$ cat src/acp_pkg.sv
/*
 Constants, register map and types for the accelerometer I2C register port.
 Assumes a 20 MHz system clock and I2C pins already synchronous to it.
*/
// Summary of operation
// - Read opens with address plus write, then pointer
// - Repeated start, address plus read follows pointer
// - Acknowledge read address, send pointed register
// - Pointer advances after every byte read
// - Register bytes leave most significant bit first
// - Target stretches clock until read byte is ready
// - Single write: address, pointer, data, stop
// - Further write bytes land at next registers
// - Twenty registers in 8-bit space, rest reserved
// - Resolution bit selects 12 or 8 valid bits
// - Axis outputs refresh once per rate period
// - No new sample overwrites outputs during reads
// - Outputs are saturated two's-complement values
// - 12-bit counts: 1, 2, 4 mg per range
// - 8-bit counts: 16, 32, 64 mg per range
// - Target address is 000111 plus strap bit
// - Low byte bits 7:4 hold result 3:0
package acp_pkg;
	// ==========================================================
	// Register offsets
	localparam logic [7:0] OFS_ACCEL_X_LOW = 8'h06;
	localparam logic [7:0] OFS_ACCEL_X_HIGH = 8'h07;
	localparam logic [7:0] OFS_ACCEL_Y_LOW = 8'h08;
	localparam logic [7:0] OFS_ACCEL_Y_HIGH = 8'h09;
	localparam logic [7:0] OFS_ACCEL_Z_LOW = 8'h0a;
	localparam logic [7:0] OFS_ACCEL_Z_HIGH = 8'h0b;
	localparam logic [7:0] OFS_COMM_CHECK_RESPONSE = 8'h0c;
	localparam logic [7:0] OFS_PART_IDENTITY = 8'h0f;
	localparam logic [7:0] OFS_EVENT_SOURCE_PRIMARY = 8'h16;
	localparam logic [7:0] OFS_MOTION_DIRECTION_SOURCE = 8'h17;
	localparam logic [7:0] OFS_EVENT_SUMMARY = 8'h18;
	localparam logic [7:0] OFS_EVENT_RELEASE = 8'h1a;
	localparam logic [7:0] OFS_CONTROL_PRIMARY = 8'h1b;
	localparam logic [7:0] OFS_CONTROL_SECONDARY = 8'h1d;
	localparam logic [7:0] OFS_EVENT_PIN_CONTROL = 8'h1e;
	localparam logic [7:0] OFS_EVENT_AXIS_CONTROL = 8'h1f;
	localparam logic [7:0] OFS_OUTPUT_RATE_CONTROL = 8'h21;
	localparam logic [7:0] OFS_MOTION_DELAY_COUNT = 8'h29;
	localparam logic [7:0] OFS_SELFTEST_CONTROL = 8'h3a;
	localparam logic [7:0] OFS_MOTION_THRESHOLD = 8'h6a;
	// ==========================================================
	// Storage slots of the writable registers
	localparam logic [2:0] IDX_CONTROL_SECONDARY = 3'h0;
	localparam logic [2:0] IDX_EVENT_PIN_CONTROL = 3'h1;
	localparam logic [2:0] IDX_EVENT_AXIS_CONTROL = 3'h2;
	localparam logic [2:0] IDX_MOTION_DELAY_COUNT = 3'h3;
	localparam logic [2:0] IDX_SELFTEST_CONTROL = 3'h4;
	localparam logic [2:0] IDX_MOTION_THRESHOLD = 3'h5;
	localparam logic [2:0] IDX_CONTROL_PRIMARY = 3'h6;
	localparam logic [2:0] IDX_OUTPUT_RATE_CONTROL = 3'h7;
	// ==========================================================
	// Fields and values
	localparam int CTRL_OPERATE_BIT = 7;
	localparam int CTRL_RES_BIT = 6;
	localparam int CTRL_GSEL_LSB = 3;
	localparam int RATE_CODE_LSB = 0;
	localparam int SRC_DRDY_BIT = 4;
	localparam int SUM_INT_BIT = 4;
	localparam logic [7:0] CFG_RESET = 8'h00;
	localparam logic [7:0] COMM_CHECK_VALUE = 8'h55;
	localparam logic [7:0] RESERVED_VALUE = 8'h00;
	localparam logic [5:0] TARGET_ADDR_FIXED = 6'h07;
	localparam int SHIFT_BASE = 2;
	localparam logic signed [11:0] OUT_MAX = 12'sh7ff;
	localparam logic signed [11:0] OUT_MIN = -12'sh800;
	// ==========================================================
	// Timing
	localparam int CLK_MHZ = 20;
	localparam int RATE_BASE_US = 1250;
	localparam int RATE_BASE_CYCLES = RATE_BASE_US * CLK_MHZ;
	localparam logic [1:0] STALE_CYCLES = 2'h2;
	// ==========================================================
	// Port state machine
	typedef enum logic [3:0] {
		ACP_IDLE, ACP_ADDR, ACP_ACK_ADDR, ACP_PTR, ACP_ACK_PTR,
		ACP_WDATA, ACP_ACK_W, ACP_RDATA, ACP_RACK
	} acp_state_t;
endpackage : acp_pkg

$ cat src/acp_cfg_ram.sv
/*
 Small storage for the writable configuration registers, registered read.
 Assumes the caller tolerates one cycle of read latency.
*/
`timescale 1ns/1ps
module acp_cfg_ram import acp_pkg::*; #(
	parameter int AW = 3,
	parameter int DW = 8
) (
	// Clock and reset
	input wire logic clk,
	input wire logic rst_n,
	// Write side
	input wire logic we,
	input wire logic [AW-1:0] waddr,
	input wire logic [DW-1:0] wdata,
	// Read side
	input wire logic [AW-1:0] raddr,
	output logic [DW-1:0] rdata
);
	logic [DW-1:0] mem [2**AW];

	always_ff @(posedge clk or negedge rst_n)
	begin
		if (!rst_n)
		begin
			for (int i = 0; i < 2**AW; i++)
				mem[i] <= DW'(CFG_RESET);
			rdata <= '0;
		end
		else
		begin
			if (we)
				mem[waddr] <= wdata;
			rdata <= mem[raddr];
		end
	end
endmodule : acp_cfg_ram

$ cat src/acp_register_port.sv
/*
 I2C target port and register file of a three-axis accelerometer.
 Assumes SCL and SDA are already synchronous to clk and open-drain outside.
*/
`timescale 1ns/1ps
module acp_register_port import acp_pkg::*; #(
	parameter int RATE_BASE = RATE_BASE_CYCLES,
	parameter logic [7:0] IDENTITY_VALUE = 8'h5a // Arbitrary value
) (
	// Clock and reset
	input wire logic clk,
	input wire logic rst_n,
	// I2C pins
	input wire logic scl_in,
	output logic scl_out,
	output logic scl_oe,
	input wire logic sda_in,
	output logic sda_out,
	output logic sda_oe,
	// Address strap
	input wire logic addr_select,
	// Sensing path, 0.25 mg per count
	input wire logic signed [15:0] raw_x,
	input wire logic signed [15:0] raw_y,
	input wire logic signed [15:0] raw_z,
	// Configuration to sensing path
	output logic operate_enable,
	output logic [2:0] output_rate
);
	// ==========================================================
	// Bus conditions
	logic scl_q, sda_q;
	wire scl_rise = scl_in & ~scl_q;
	wire scl_fall = ~scl_in & scl_q;
	wire start_cond = scl_in & scl_q & sda_q & ~sda_in;
	wire stop_cond = scl_in & scl_q & ~sda_q & sda_in;

	acp_state_t state, next_state;
	logic [3:0] cnt, next_cnt;
	logic [7:0] rx, next_rx;
	logic [7:0] tx, next_tx;
	logic [7:0] ptr, next_ptr;
	logic drive_low, next_drive_low;
	logic load_pending, next_load_pending;
	logic read_lock, next_read_lock;
	logic mack, next_mack;
	logic [1:0] stale;
	logic strap, strap_taken;
	logic [7:0] ctrl_q, rate_q;
	logic drdy, refresh_due;
	logic [23:0] rate_cnt;
	logic [7:0] out_low [3];
	logic [7:0] out_high [3];
	logic [7:0] ram_q;

	wire byte_done = (cnt == 4'h8);
	wire addr_match = (rx[7:1] == {TARGET_ADDR_FIXED, strap});
	wire load_go = load_pending & (stale == 2'h0);
	wire wr_strobe = scl_fall & (state == ACP_WDATA) & byte_done;
	wire rx_state = (state == ACP_ADDR) | (state == ACP_PTR) | (state == ACP_WDATA);

	// ==========================================================
	// Register decode
	function automatic logic [3:0] cfg_slot(input logic [7:0] a);
		case (a)
			OFS_CONTROL_SECONDARY: cfg_slot = {1'b1, IDX_CONTROL_SECONDARY};
			OFS_EVENT_PIN_CONTROL: cfg_slot = {1'b1, IDX_EVENT_PIN_CONTROL};
			OFS_EVENT_AXIS_CONTROL: cfg_slot = {1'b1, IDX_EVENT_AXIS_CONTROL};
			OFS_MOTION_DELAY_COUNT: cfg_slot = {1'b1, IDX_MOTION_DELAY_COUNT};
			OFS_SELFTEST_CONTROL: cfg_slot = {1'b1, IDX_SELFTEST_CONTROL};
			OFS_MOTION_THRESHOLD: cfg_slot = {1'b1, IDX_MOTION_THRESHOLD};
			OFS_CONTROL_PRIMARY: cfg_slot = {1'b1, IDX_CONTROL_PRIMARY};
			OFS_OUTPUT_RATE_CONTROL: cfg_slot = {1'b1, IDX_OUTPUT_RATE_CONTROL};
			default: cfg_slot = 4'h0;
		endcase
	endfunction : cfg_slot

	wire [3:0] slot = cfg_slot(ptr);
	wire cfg_hit = slot[3];
	wire ram_we = wr_strobe & cfg_hit;
	wire [7:0] drdy_byte = {3'h0, drdy, 4'h0};
	wire [7:0] ro_value =
		(ptr == OFS_ACCEL_X_LOW) ? out_low[0] :
		(ptr == OFS_ACCEL_X_HIGH) ? out_high[0] :
		(ptr == OFS_ACCEL_Y_LOW) ? out_low[1] :
		(ptr == OFS_ACCEL_Y_HIGH) ? out_high[1] :
		(ptr == OFS_ACCEL_Z_LOW) ? out_low[2] :
		(ptr == OFS_ACCEL_Z_HIGH) ? out_high[2] :
		(ptr == OFS_COMM_CHECK_RESPONSE) ? COMM_CHECK_VALUE :
		(ptr == OFS_PART_IDENTITY) ? IDENTITY_VALUE :
		(ptr == OFS_EVENT_SOURCE_PRIMARY) ? drdy_byte :
		(ptr == OFS_EVENT_SUMMARY) ? drdy_byte : RESERVED_VALUE;
	wire [7:0] read_value = cfg_hit ? ram_q : ro_value;
	wire out_read = (ptr >= OFS_ACCEL_X_LOW) & (ptr <= OFS_ACCEL_Z_HIGH);
	wire drdy_clear = load_go & (out_read | (ptr == OFS_EVENT_RELEASE));

	acp_cfg_ram #(.AW(3), .DW(8)) u_cfg_ram (
		.clk(clk),
		.rst_n(rst_n),
		.we(ram_we),
		.waddr(slot[2:0]),
		.wdata(rx),
		.raddr(slot[2:0]),
		.rdata(ram_q)
	);

	// ==========================================================
	// Port state machine
	always_comb
	begin
		next_state = state;
		next_cnt = cnt;
		next_rx = rx;
		next_tx = tx;
		next_ptr = ptr;
		next_drive_low = drive_low;
		next_load_pending = load_pending;
		next_read_lock = read_lock;
		next_mack = mack;
		if (start_cond | stop_cond)
		begin
			next_state = start_cond ? ACP_ADDR : ACP_IDLE;
			next_cnt = 4'h0;
			next_drive_low = 1'b0;
			next_load_pending = 1'b0;
			next_read_lock = 1'b0;
		end
		else if (load_go)
		begin
			next_tx = read_value;
			next_drive_low = ~read_value[7];
			next_load_pending = 1'b0;
		end
		else if (scl_rise)
		begin
			if (rx_state & ~byte_done)
			begin
				next_rx = {rx[6:0], sda_in};
				next_cnt = cnt + 4'h1;
			end
			else if ((state == ACP_RDATA) & ~byte_done)
				next_cnt = cnt + 4'h1;
			else if (state == ACP_RACK)
				next_mack = ~sda_in;
		end
		else if (scl_fall)
		begin
			case (state)
				ACP_ADDR:
					if (byte_done)
					begin
						next_state = addr_match ? ACP_ACK_ADDR : ACP_IDLE;
						next_drive_low = addr_match;
					end
				ACP_PTR:
					if (byte_done)
					begin
						next_ptr = rx;
						next_state = ACP_ACK_PTR;
						next_drive_low = 1'b1;
					end
				ACP_WDATA:
					if (byte_done)
					begin
						next_ptr = ptr + 8'h01;
						next_state = ACP_ACK_W;
						next_drive_low = 1'b1;
					end
				ACP_ACK_ADDR:
				begin
					next_drive_low = 1'b0;
					next_cnt = 4'h0;
					next_state = rx[0] ? ACP_RDATA : ACP_PTR;
					next_load_pending = rx[0];
					next_read_lock = rx[0];
				end
				ACP_ACK_PTR, ACP_ACK_W:
				begin
					next_drive_low = 1'b0;
					next_cnt = 4'h0;
					next_state = ACP_WDATA;
				end
				ACP_RDATA:
					if (byte_done)
					begin
						next_drive_low = 1'b0;
						next_ptr = ptr + 8'h01;
						next_state = ACP_RACK;
					end
					else
					begin
						next_tx = {tx[6:0], 1'b0};
						next_drive_low = ~tx[6];
					end
				ACP_RACK:
				begin
					next_cnt = 4'h0;
					next_state = mack ? ACP_RDATA : ACP_IDLE;
					next_load_pending = mack;
				end
				default: next_state = ACP_IDLE;
			endcase
		end
	end

	always_ff @(posedge clk or negedge rst_n)
	begin
		if (!rst_n)
		begin
			state <= ACP_IDLE;
			cnt <= 4'h0;
			rx <= 8'h00;
			tx <= 8'h00;
			ptr <= 8'h00;
			drive_low <= 1'b0;
			load_pending <= 1'b0;
			read_lock <= 1'b0;
			mack <= 1'b0;
		end
		else
		begin
			state <= next_state;
			cnt <= next_cnt;
			rx <= next_rx;
			tx <= next_tx;
			ptr <= next_ptr;
			drive_low <= next_drive_low;
			load_pending <= next_load_pending;
			read_lock <= next_read_lock;
			mack <= next_mack;
		end
	end

	// ==========================================================
	// Pins, strap and read-data freshness
	// Stretching only while a byte is fetched keeps the wait to a few cycles
	assign scl_oe = load_pending;
	assign scl_out = 1'b0;
	assign sda_oe = drive_low;
	assign sda_out = 1'b0;

	always_ff @(posedge clk or negedge rst_n)
	begin
		if (!rst_n)
		begin
			scl_q <= 1'b1;
			sda_q <= 1'b1;
			strap <= 1'b0;
			strap_taken <= 1'b0;
			stale <= STALE_CYCLES;
		end
		else
		begin
			scl_q <= scl_in;
			sda_q <= sda_in;
			strap_taken <= 1'b1;
			if (!strap_taken)
				strap <= addr_select;
			// Storage answers a cycle late, so wait two after any pointer move
			stale <= (next_ptr != ptr) ? STALE_CYCLES : (stale - {1'b0, stale != 2'h0});
		end
	end

	// ==========================================================
	// Configuration shadows
	always_ff @(posedge clk or negedge rst_n)
	begin
		if (!rst_n)
		begin
			ctrl_q <= CFG_RESET;
			rate_q <= CFG_RESET;
		end
		else if (ram_we)
		begin
			if (slot[2:0] == IDX_CONTROL_PRIMARY)
				ctrl_q <= rx;
			if (slot[2:0] == IDX_OUTPUT_RATE_CONTROL)
				rate_q <= rx;
		end
	end

	assign operate_enable = ctrl_q[CTRL_OPERATE_BIT];
	assign output_rate = rate_q[RATE_CODE_LSB +: 3];
	wire res_sel = ctrl_q[CTRL_RES_BIT];
	wire [1:0] gsel = ctrl_q[CTRL_GSEL_LSB +: 2];

	// ==========================================================
	// Output rate timer and sample refresh
	wire [23:0] period = 24'(RATE_BASE) << output_rate;
	wire rate_hit = operate_enable & (rate_cnt >= period - 24'h1);
	// A sample due during a read waits, trading latency for coherence
	wire refresh_take = refresh_due & ~read_lock;

	always_ff @(posedge clk or negedge rst_n)
	begin
		if (!rst_n)
		begin
			rate_cnt <= 24'h0;
			refresh_due <= 1'b0;
			drdy <= 1'b0;
		end
		else
		begin
			rate_cnt <= (rate_hit | ~operate_enable) ? 24'h0 : rate_cnt + 24'h1;
			refresh_due <= rate_hit | (refresh_due & read_lock);
			drdy <= refresh_take | (drdy & ~drdy_clear);
		end
	end

	function automatic logic signed [11:0] scale(input logic signed [15:0] raw, input logic [1:0] g,
		input logic res);
		logic signed [15:0] sh;
		logic signed [11:0] v;
		sh = raw >>> (SHIFT_BASE + ((g == 2'h3) ? 2 : int'(g)));
		v = (sh > 16'(OUT_MAX)) ? OUT_MAX : (sh < 16'(OUT_MIN)) ? OUT_MIN : sh[11:0];
		scale = res ? v : {v[11:4], 4'h0};
	endfunction : scale

	wire logic signed [15:0] raw_all [3];
	assign raw_all[0] = raw_x;
	assign raw_all[1] = raw_y;
	assign raw_all[2] = raw_z;

	for (genvar a = 0; a < 3; a++)
	begin : g_axis
		wire logic signed [11:0] val = scale(raw_all[a], gsel, res_sel);
		always_ff @(posedge clk or negedge rst_n)
		begin
			if (!rst_n)
			begin
				out_low[a] <= 8'h00;
				out_high[a] <= 8'h00;
			end
			else if (refresh_take)
			begin
				out_low[a] <= {val[3:0], 4'h0};
				// In 8-bit mode the scaled value already has its low nibble cleared
				out_high[a] <= val[11:4];
			end
		end
	end

	// ==========================================================
	// Checks
	a_ack_match: assert property (@(posedge clk) disable iff (!rst_n)
		scl_fall && state == ACP_ADDR && byte_done && addr_match |=> sda_oe && state == ACP_ACK_ADDR)
		else $error("matching address not acknowledged");
	a_msb_first: assert property (@(posedge clk) disable iff (!rst_n)
		load_go && !start_cond && !stop_cond |=> sda_oe == !$past(read_value[7]) && tx == $past(read_value))
		else $error("first bit sent is not the top bit");
	a_ro_write: assert property (@(posedge clk) disable iff (!rst_n)
		wr_strobe && !cfg_hit |=> $stable(ctrl_q) && $stable(rate_q) && state == ACP_ACK_W && sda_oe)
		else $error("read-only write changed state or was not acknowledged");
	a_lock_hold: assert property (@(posedge clk) disable iff (!rst_n)
		read_lock |=> $stable(out_high[0]) && $stable(out_low[0]) || !$past(read_lock))
		else $error("outputs changed during a read");
	a_ptr_write: assert property (@(posedge clk) disable iff (!rst_n)
		wr_strobe && !start_cond && !stop_cond |=> ptr == $past(ptr) + 8'h01)
		else $error("pointer did not advance after a write byte");
	a_nack_free: assert property (@(posedge clk) disable iff (!rst_n)
		scl_fall && state == ACP_RACK && !mack && !start_cond |=> (!sda_oe && state == ACP_IDLE) [*2])
		else $error("data still driven after nack");
	a_stretch_end: assert property (@(posedge clk) disable iff (!rst_n)
		$rose(load_pending) |-> ##[1:4] !scl_oe)
		else $error("clock stretch too long");
	a_refresh: assert property (@(posedge clk) disable iff (!rst_n)
		rate_hit && !read_lock ##1 !read_lock |=> drdy)
		else $error("rate period passed without a refresh");
	a_scale_12: assert property (@(posedge clk) disable iff (!rst_n)
		refresh_take && res_sel && gsel == 2'h1 && raw_x == 16'sh0008 |=> out_high[0] == 8'h00 && out_low[0] == 8'h10)
		else $error("12-bit scaling wrong");
	a_scale_8: assert property (@(posedge clk) disable iff (!rst_n)
		refresh_take && !res_sel && gsel == 2'h0 && raw_x == -16'sh0040 |=> out_high[0] == 8'hff && out_low[0] == 8'h00)
		else $error("8-bit scaling wrong");
	c_write: cover property (@(posedge clk) disable iff (!rst_n) ram_we);
	c_multi_read: cover property (@(posedge clk) disable iff (!rst_n) scl_fall && state == ACP_RACK && mack);
	c_stretch: cover property (@(posedge clk) disable iff (!rst_n) scl_oe ##1 scl_oe);
	c_deferred: cover property (@(posedge clk) disable iff (!rst_n) refresh_due && read_lock);
endmodule : acp_register_port

$ cat config.mk
export PLATFORM = sky130hd
export DESIGN_NAME = acp_register_port
export DESIGN_NICKNAME = d
export VERILOG_FILES = /design/src/acp_pkg.sv /design/src/acp_cfg_ram.sv /design/src/acp_register_port.sv
export SDC_FILE = /design/constraint.sdc
export NUM_CORES = 1
export LEC_CHECK = 0
export BUFFER_PORTS_ARGS = -buffer_cell sky130_fd_sc_hd__clkbuf_2
export CORE_MARGIN = 1.5
export CORE_UTILIZATION = 58
export CTS_BUF_LIST = sky130_fd_sc_hd__clkbuf_2
export CTS_CLUSTER_SIZE = 24
export DETAILED_ROUTE_END_ITERATION = 7
export PLACE_DENSITY = 0.76
export SKIP_CTS_REPAIR_TIMING = 1
export SLEW_MARGIN = 20
export SYNTH_ARGS = -nofsm -noshare
export SYNTH_HDL_FRONTEND = slang
export SYNTH_SLANG_ARGS = --single-unit
$ cat constraint.sdc
create_clock -name clk -period 3 [get_ports clk]
set_input_delay 0.3 -clock clk [delete_from_list [all_inputs] [get_ports clk]]
set_output_delay 0.3 -clock clk [all_outputs]
set_load 0.1 [all_outputs]
==> impl_summary.md, run 1 <==
Status
The flow ran to the end, but the final reports show violations. The final reports fail on negative setup slack.

STA
The final worst clock skew is 60.1 ps. The highest achievable clock rate is 306 MHz. The least setup slack across all paths after layout is -264 ps.

The number of max-slew violations in the final report is 0. After layout, the worst path uses 109% of the clock period. In this run the tightest slew margin relative to its limit is 29.9%. Setup repair after global routing could not meet its margin everywhere. The number of setup violations in the final report is 24.

In the final timing run, aggregate negative setup slack is -4270 ps. Subtracting the final worst setup slack from the clock period gives 3260 ps. At the pin with the least slew margin, the transition time is 1050 ps. The number of hold violations in the final report is 0.

Layout
Once layout is done, the placed cells without fillers occupy 12700 sq um. The share of layout cells above drive strength 1 is 22.3%. In the layout the commonest cells are 174 x dfrtp_1, 118 x nand2_1, 88 x o21ai_0, 85 x mux2i_1, 73 x a21oi_1. The area taken by flip-flops and latches is 4570 sq um. The finished layout holds 1513 standard cells, fillers aside. Compared with the post-synthesis result, the final layout area differs by 13.0%. Summing all multi-input logic gate instances after layout gives 6440 sq um.

The layout has 1490 filler cells. The most common cell after layout, fill and taps aside is dfrtp_1. The final layout contains 1332 nets.

Global route
The residual overflow from global routing is 0. The total routing usage reported by global routing is 26.9%. The wire length of the first global-routing pass is 43.1 mm. The via count of the first global-routing pass is 8543. The initial antenna violation count is 1. The largest net degree at the start of global routing is 69.

Critical path
The top cell family by delay on the critical path is simple AND/OR/NAND/NOR gates. The most numerous cell type found on the critical path is a21o_1. The number of buffers and inverters on the critical path is 1. The critical path class is reg2reg.

The number of cells on the critical path is 13. STA classifies the critical path startpoint as a flip-flop. Data arrives at the worst endpoint at 3920 ps.

At the worst endpoint, the required time is 3660 ps. The maximum cell stage delay along the critical path is 570 ps. The critical-path maximum fanout is 23. Walking the worst path, the cells encountered are ha_4 -> nor2_2 -> nand2_1 -> or3_4 -> or4_4 -> xor2_1 -> ha_1 -> a21o_1 -> a21o_1 -> a21oi_2 -> o21ai_2 -> buf_12 -> nor4_1. The endpoint type of the worst setup path is a flip-flop. The worst register-to-register path has a depth of 13.

The slowest stage cell on the critical path is dfrtp_4.

Die
The x dimension of the die is 142 microns. The placeable core area is 18900 sq um. For this configuration, the core starts out at a cell density of 59.7%. The site row count is 50. The die is 142 microns tall.

For this design the top-level I/O count stands at 61. The die covers 20300 sq um.

Route
The remaining antenna violation count is 0. The via count of the routed design is 9265. After detailed routing, the number of vias per cell comes to 6.12. The average detailed-routed wire length per instance is 17.9 microns.

The iteration count of the initial detailed-routing pass is 6. The violation count after the first detailed-routing iteration is 780. After detailed routing, the number of remaining DRC violations is 0. After detailed routing, the total wire length is 27.1 mm.

Pwr
The clock network burns 25.9% of the power. Power spread over the standard cell area amounts to 359 nW/um^2. The internal power component is 3.12 mW. The fraction of power spent switching nets is 31.9%. The reported net switching power is 1.46 mW. The part of the total power dissipated in sequential elements is 62.2%. VDD sags by at most 0.211 mV. Summed over all cells, the static leakage comes to 5.49 nW.

The power share of the combinational group is 11.9%.

Clocking
The master cell of the clock root buffer is clkbuf_2. The CTS sink count is 182. The H-tree was split into 4 levels. TritonCTS built the clock tree. After clock tree synthesis, the clock-pin slew on the worst setup and hold paths is 250 ps. The TritonCTS buffer count is 17. The clock latency reported for the late side of the worst-skew pair is 780 ps. No sink is reached through more buffers than the 2 on the longest clock path.

Placed design
The count of buffers from port buffering is 52. The final weighted congestion of routability-driven global placement is 0.935. The cell count after placement is 1448. The sum of net half-perimeters after detailed placement is 18.8 mm.

After detailed placement, the total cell area comes to 12000 sq um.

Logic synthesis
The number of synthesized flops with an enable pin is 0. The warning count from the yosys run is 0. Yosys mapped the design onto 76 distinct sky130hd cell types.

After synthesis, the cell types taking the most area are dfrtp_1 40%, mux2i_1 7.5%, mux2_2 6.4%, ha_1 4.4%, o21ai_0 4.0%. The average footprint of a synthesized cell is 9.74 sq um. The portion of the post-synthesis area used by sequential elements is 40.4%. The area share of the largest cell type after synthesis is 39.7%.

The area of the mapped netlist is 11300 sq um. After synthesis, the share of flip-flops with an asynchronous set or reset is 100%. Synthesis handed over a netlist of 1158 instances. The predominant post-synthesis flop cell is dfrtp_1.

The number of register bits inferred by synthesis is 182. The cell accounting for the most synthesized area is dfrtp_1.

Hold path
The cell depth of the worst min-delay path is 4. The path type of the worst min-delay path is in2reg.

Job
The max-capacitance violation count is 0.
-- final cells by class --
type	instances	share of cell area, %
sequential	182	35.8
inverter	21	0.638
multi-input combinational	875	50.5
antenna	1	0.0196
clock buffer	19	0.746
tap	260	2.55
clock inverter	13	0.932
timing repair buffer	142	8.72
-- power by group through the flow --
stage / clock, mW / sequential [mW] / combinational [mW]
finish: 1.19 / 2.85 / 0.545
CTS: 1.22 / 2.84 / 0.510
global placement: 0 / 2.88 / 0.497
floorplan: 0 / 2.67 / 0.434
global route: 1.32 / 2.87 / 0.603
detailed placement: 0 / 2.88 / 0.507
-- kinds of logic after synthesis --
group	synth area share (%)
simple gates	16.6
fa+ha+maj	4.44
buf+inv	4.24
xor+xnor	2.72
mux	17.1
compound gates	14.4
flops	40.4
other cells	0.0666
-- cell usage after synthesis (all sizes together), types with 6 or more instances --
library cell and number:
ha 40, a21oi 75, inv 21, and2 8, nor2 63, mux2 90
dfrtp 179, nand2b 10, nor3 18, a22o 14, nor4 32, or4 8
xnor2 18, nand2 119, nor2b 16, nand3b 6, clkbuf 54, a31oi 6
xor2 17, nand3 18, buf 28, nand4 17, and3 9, mux2i 85
o21a 6, or3 8, o21ai 93
-- sequential cells by signal, indices dropped and copies added, names as in the netlist --
register,cells
u_cfg_ram.mem,64
out_high,24
rate_cnt,24
out_low,12
ptr,8
rx,8
u_cfg_ram.rdata,8
tx,7
cnt,4
ctrl_q,4
state,4
rate_q,3
stale,2
drdy,1
mack,1
read_lock,1
refresh_due,1
scl_oe,1
scl_q,1
sda_oe,1
sda_q,1
strap,1
strap_taken,1
-- through the flow --
stage                     util [%]  hold WS [ps]  setup WS (ps)  total power [mW]
after floorplan                  -          4.41           -245              3.11
after global placement        63.7           342           -121              3.38
after detailed placement      63.7           342           -284              3.38
after CTS                     64.8          -527           -276              4.57
after global routing          67.5          7.53           -360              4.79
final                         67.5          3.86           -264              4.58
-- metal layers --
| metal | share of wire (%) | up-vias | GRT usage, % |
|---|---|---|---|
| li1 | - | 4382 | - |
| met1 | 45 | 4553 | 37.9 |
| met2 | 48 | 291 | 42.8 |
| met3 | 5.0 | 39 | 3.97 |
| met4 | 1.8 | 0 | 9.06 |
| met5 | 0 | - | 0 |
-- tightest hold or removal path, delay by kind of cell --
family                 cells  cell delay [ps]
AOI/OAI and AO/OA          3              330
buffers and inverters      1              100
-- path summary, 6_finish.rpt --
check                                         start                        to  slack, ps
min                                        raw_y[7]   out_low[15]$_DFFE_PN0P_          4
min in group asynchronous                     rst_n     rate_cnt[6]$_DFF_PN0_         70
min reg2reg                out_high[23]$_DFFE_PN0P_  out_high[23]$_DFFE_PN0P_        520
max                           rate_q[1]$_DFFE_PN0P_    rate_cnt[16]$_DFF_PN0_       -260
max reg2reg                   rate_q[1]$_DFFE_PN0P_    rate_cnt[16]$_DFF_PN0_       -260
max in group asynchronous                     rst_n    out_low[6]$_DFFE_PN0P_       2120
(Power assumes the default switching activity.)
==> inputs of run 2 (changes only) <==
==> config.mk (replaced) <==
export PLATFORM = sky130hd
export DESIGN_NAME = acp_register_port
export DESIGN_NICKNAME = d
export VERILOG_FILES = /design/src/acp_pkg.sv /design/src/acp_cfg_ram.sv /design/src/acp_register_port.sv
export SDC_FILE = /design/constraint.sdc
export NUM_CORES = 1
export LEC_CHECK = 0
export BUFFER_PORTS_ARGS = -buffer_cell sky130_fd_sc_hd__buf_4
export CORE_MARGIN = 1.5
export CORE_UTILIZATION = 45
export CTS_BUF_LIST = sky130_fd_sc_hd__clkbuf_2
export CTS_CLUSTER_SIZE = 24
export DETAILED_ROUTE_END_ITERATION = 7
export PLACE_DENSITY = 0.61
export SKIP_CTS_REPAIR_TIMING = 1
export SLEW_MARGIN = 25
export SYNTH_ARGS = -nofsm -noshare
export SYNTH_HDL_FRONTEND = slang
export SYNTH_SLANG_ARGS = --single-unit
==> run 2 against run 1 <==
Compared with the run above: the run still ends with negative setup slack left; worst setup slack lost 8.3 ps; design area grew 3.8%; flip-flop and latch count is the same; first-iteration DRC count shrank 11%; largest cell class unchanged; clock-buffer cell count shrank 2; register-to-register slack is essentially flat; cell count grew 6.0%; global-route usage shrank 4.9 points; wire length grew 5.8%; power grew 6.4%; sequential share of layout area shrank 1.3 points.
==> impl_summary.md, run 2 (synthesis gave the netlist of run 1 again) <==
Status
The run finished, with violations left. The checks that failed: negative setup slack.

Critical path
The top cell family by delay on the critical path is simple AND/OR/NAND/NOR gates. The slowest stage cell on the critical path is dfrtp_4. The critical path required time is 3700 ps.

The endpoint type of the worst setup path is a flip-flop. The most frequent cell on the critical path is a21o_1. Counting both buffers and inverters, the worst setup path holds a total of 1. The critical path goes through ha_4 -> nor2_2 -> nand2_1 -> or3_4 -> or4_4 -> xor2_1 -> ha_1 -> a21o_1 -> a21o_1 -> a21oi_2 -> o21ai_2 -> buf_12 -> nor4_1. On the worst path, the slowest cell contributes a delay of 590 ps. Along the worst path, the maximum fanout reaches 23. The critical path launch point type is a flip-flop. Data arrives at the worst endpoint at 3970 ps. The worst setup path is of the reg2reg kind.

STA
The transition time at the pin with the least slew margin is 1030 ps. Between clock sinks in the finished design, the worst skew comes to 66.9 ps. The number of max-slew violations in the final report is 0.

The least setup slack across all paths after layout is -273 ps. The highest achievable clock rate is 306 MHz. Summed over all failing endpoints, the final setup total negative slack is -5010 ps.

Hold timing on the final database bottoms out at a slack of 42.4 ps. The post-layout minimum cycle time is 3270 ps. The number of setup violations in the final report is 24. Setup repair after global routing could not meet its margin everywhere. The number of hold violations in the final report is 0.

The worst relative slew slack is 31.5%. In the finished design, the share of the clock period the worst path needs comes to 109%.

Global route
The met3 track demand over resource in global routing is 3.24%. After global routing the overflow that remains totals 0. Entering global routing, the biggest net connects 82 pins. For this run, global-route usage on met2 was measured as 34.1%.

After global routing, the most crowded layer is met2. The via count of the first global-routing pass came to 8512. The wire length of the first global-routing pass is 45.8 mm. The total routing usage reported by global routing is 22.0%. The global routing met1 resource utilization is 32.4%.

The initial antenna violation count is 1.

Pwr
The peak supply drop is 0.216 mV. In this run the static leakage power is 5.66 nW. The total power is 4.87 mW. In this run the power density over the cells is 368 nW/um^2.

Clocking
The clock net in this run drives a total of 182 sinks. Clock-pin slew was measured on the worst setup and hold paths at 340 ps. TritonCTS built the clock tree. The clock latency reported for the late side of the worst-skew pair is 820 ps.

In this run the number of H-tree levels came out at 4. The maximum count of clock buffers along a single path is 2. Counting the buffers created by CTS gives 17. The master cell of the clock root buffer is clkbuf_2.

Placed design
The count of buffers from port buffering is 52. At the end of routability-driven placement, the weighted congestion stood at 0.823. Including well taps, the total number of placed cells is 1513. Once detailed placement completed, the half-perimeter wirelength came to 19.5 mm.

Die
The initial core utilization is 46.1%. Measured along the y axis, the die boundary spans 161 microns. The die footprint is 26000 sq um.

The x dimension of the die is 161 microns. The placeable core area is 24500 sq um. 61 I/O pins were placed. The site row count is 57.

Layout
From synthesis to final layout, the design area changed by 17.3%. The register with the most flip-flops in the layout has 64 of them. The non-filler instance count after layout is 1604. The net count of the finished layout is 1359. Leaving out fill and tap cells, the most frequent cell in the layout is dfrtp_1. In the final layout, the registers with the most flip-flops are u_cfg_ram.mem (64), out_high (24), rate_cnt (24). The top cell types in the final layout, fill and taps aside, are 174 x dfrtp_1, 118 x nand2_1, 106 x buf_4, 88 x o21ai_0, 85 x mux2i_1. Of the cells placed in the final design, the portion with a size suffix greater than 1 is 21.3%.

The register containing the most flip-flops in the final layout is u_cfg_ram.mem. Cells fill 54.1% of the core in the end.

Route
The violation count after the first detailed-routing iteration is 697. After detailed routing, the average wire length per cell comes to 17.9 microns. The DRC violations left is 0. The final wirelength is 28.7 mm.

The first detailed-routing pass ran for 5 iterations. The remaining antenna violation count is 0. For this block, the via count after detailed routing is 9150.

In the routed layout, each cell is associated on average with a via count of 5.70.

Hold path
The path type of the worst min-delay path is in2reg.

Job
The tool flagged a number of max-cap violations equal to 0.
run 2: cell count changes in the layout (fill, tap and decap cells not counted), sizes merged:
cell | before | now
buf | 62 | 111
bufinv | 1 | 0
clkbuf | 72 | 19
clkinv | 5 | 7
clkinvlp | 1 | 0
dlygate4sd3 | 27 | 56
inv | 27 | 29
run 2: worst min-delay path, delay by kind of cell:
kind,cells,cell delay [ps]
AOI/OAI and AO/OA,3,360
buffers and inverters,1,70
muxes,1,50
and+or+nand+nor,1,80
run 2: final cells by class:
| cell class | count | area, sq um |
|---|---|---|
| Fill cell | 2201 | 11200 |
| Sequential cell | 182 | 4570 |
| Multi-Input combinational cell | 875 | 6390 |
| Clock inverter | 15 | 211 |
| Clock buffer | 17 | 85.1 |
| Tap cell | 324 | 405 |
| Antenna cell | 1 | 2.50 |
| Inverter | 21 | 81.3 |
| Timing Repair Buffer | 169 | 1490 |
run 2: metrics by stage:
stage / worst slack [ps] / instance area [sq um]
after global placement: -103 / 12200
after detailed placement: -228 / 12200
final: -273 / 13200
after CTS: -290 / 12500
after global routing: -416 / 13200
after floorplan: -245 / 11400
run 2: path summary, 6_finish.rpt:
path	startpoint	end	slack (ps)	cells past startpoint
max in group asynchronous	rst_n	u_cfg_ram.mem[44]$_DFFE_PN0P_	990	4
hold reg to reg	rate_cnt[0]$_DFF_PN0_	rate_cnt[0]$_DFF_PN0_	520	1
hold / removal	raw_y[2]	out_low[12]$_DFFE_PN0P_	40	6
min in group asynchronous	rst_n	ptr[4]$_DFF_PN0_	520	3
setup reg to reg	rate_q[1]$_DFFE_PN0P_	rate_cnt[11]$_DFF_PN0_	-270	13
setup / recovery	rate_q[1]$_DFFE_PN0P_	rate_cnt[11]$_DFF_PN0_	-270	13
run 2: power by group:
part / internal [mW] / switching, mW
Clock: 0.330 / 1.10
Sequential: 2.56 / 0.301
Combinational: 0.290 / 0.298
Total: 3.18 / 1.70
run 2: layer usage:
| metal | vias up | routed length [microns] | share of wire (%) |
|---|---|---|---|
| met5 | - | 0 | 0 |
| met4 | 0 | 385 | 1.3 |
| met3 | 29 | 990 | 3.4 |
| met2 | 205 | 13300 | 46 |
| met1 | 4472 | 14000 | 49 |
| li1 | 4444 | - | - |
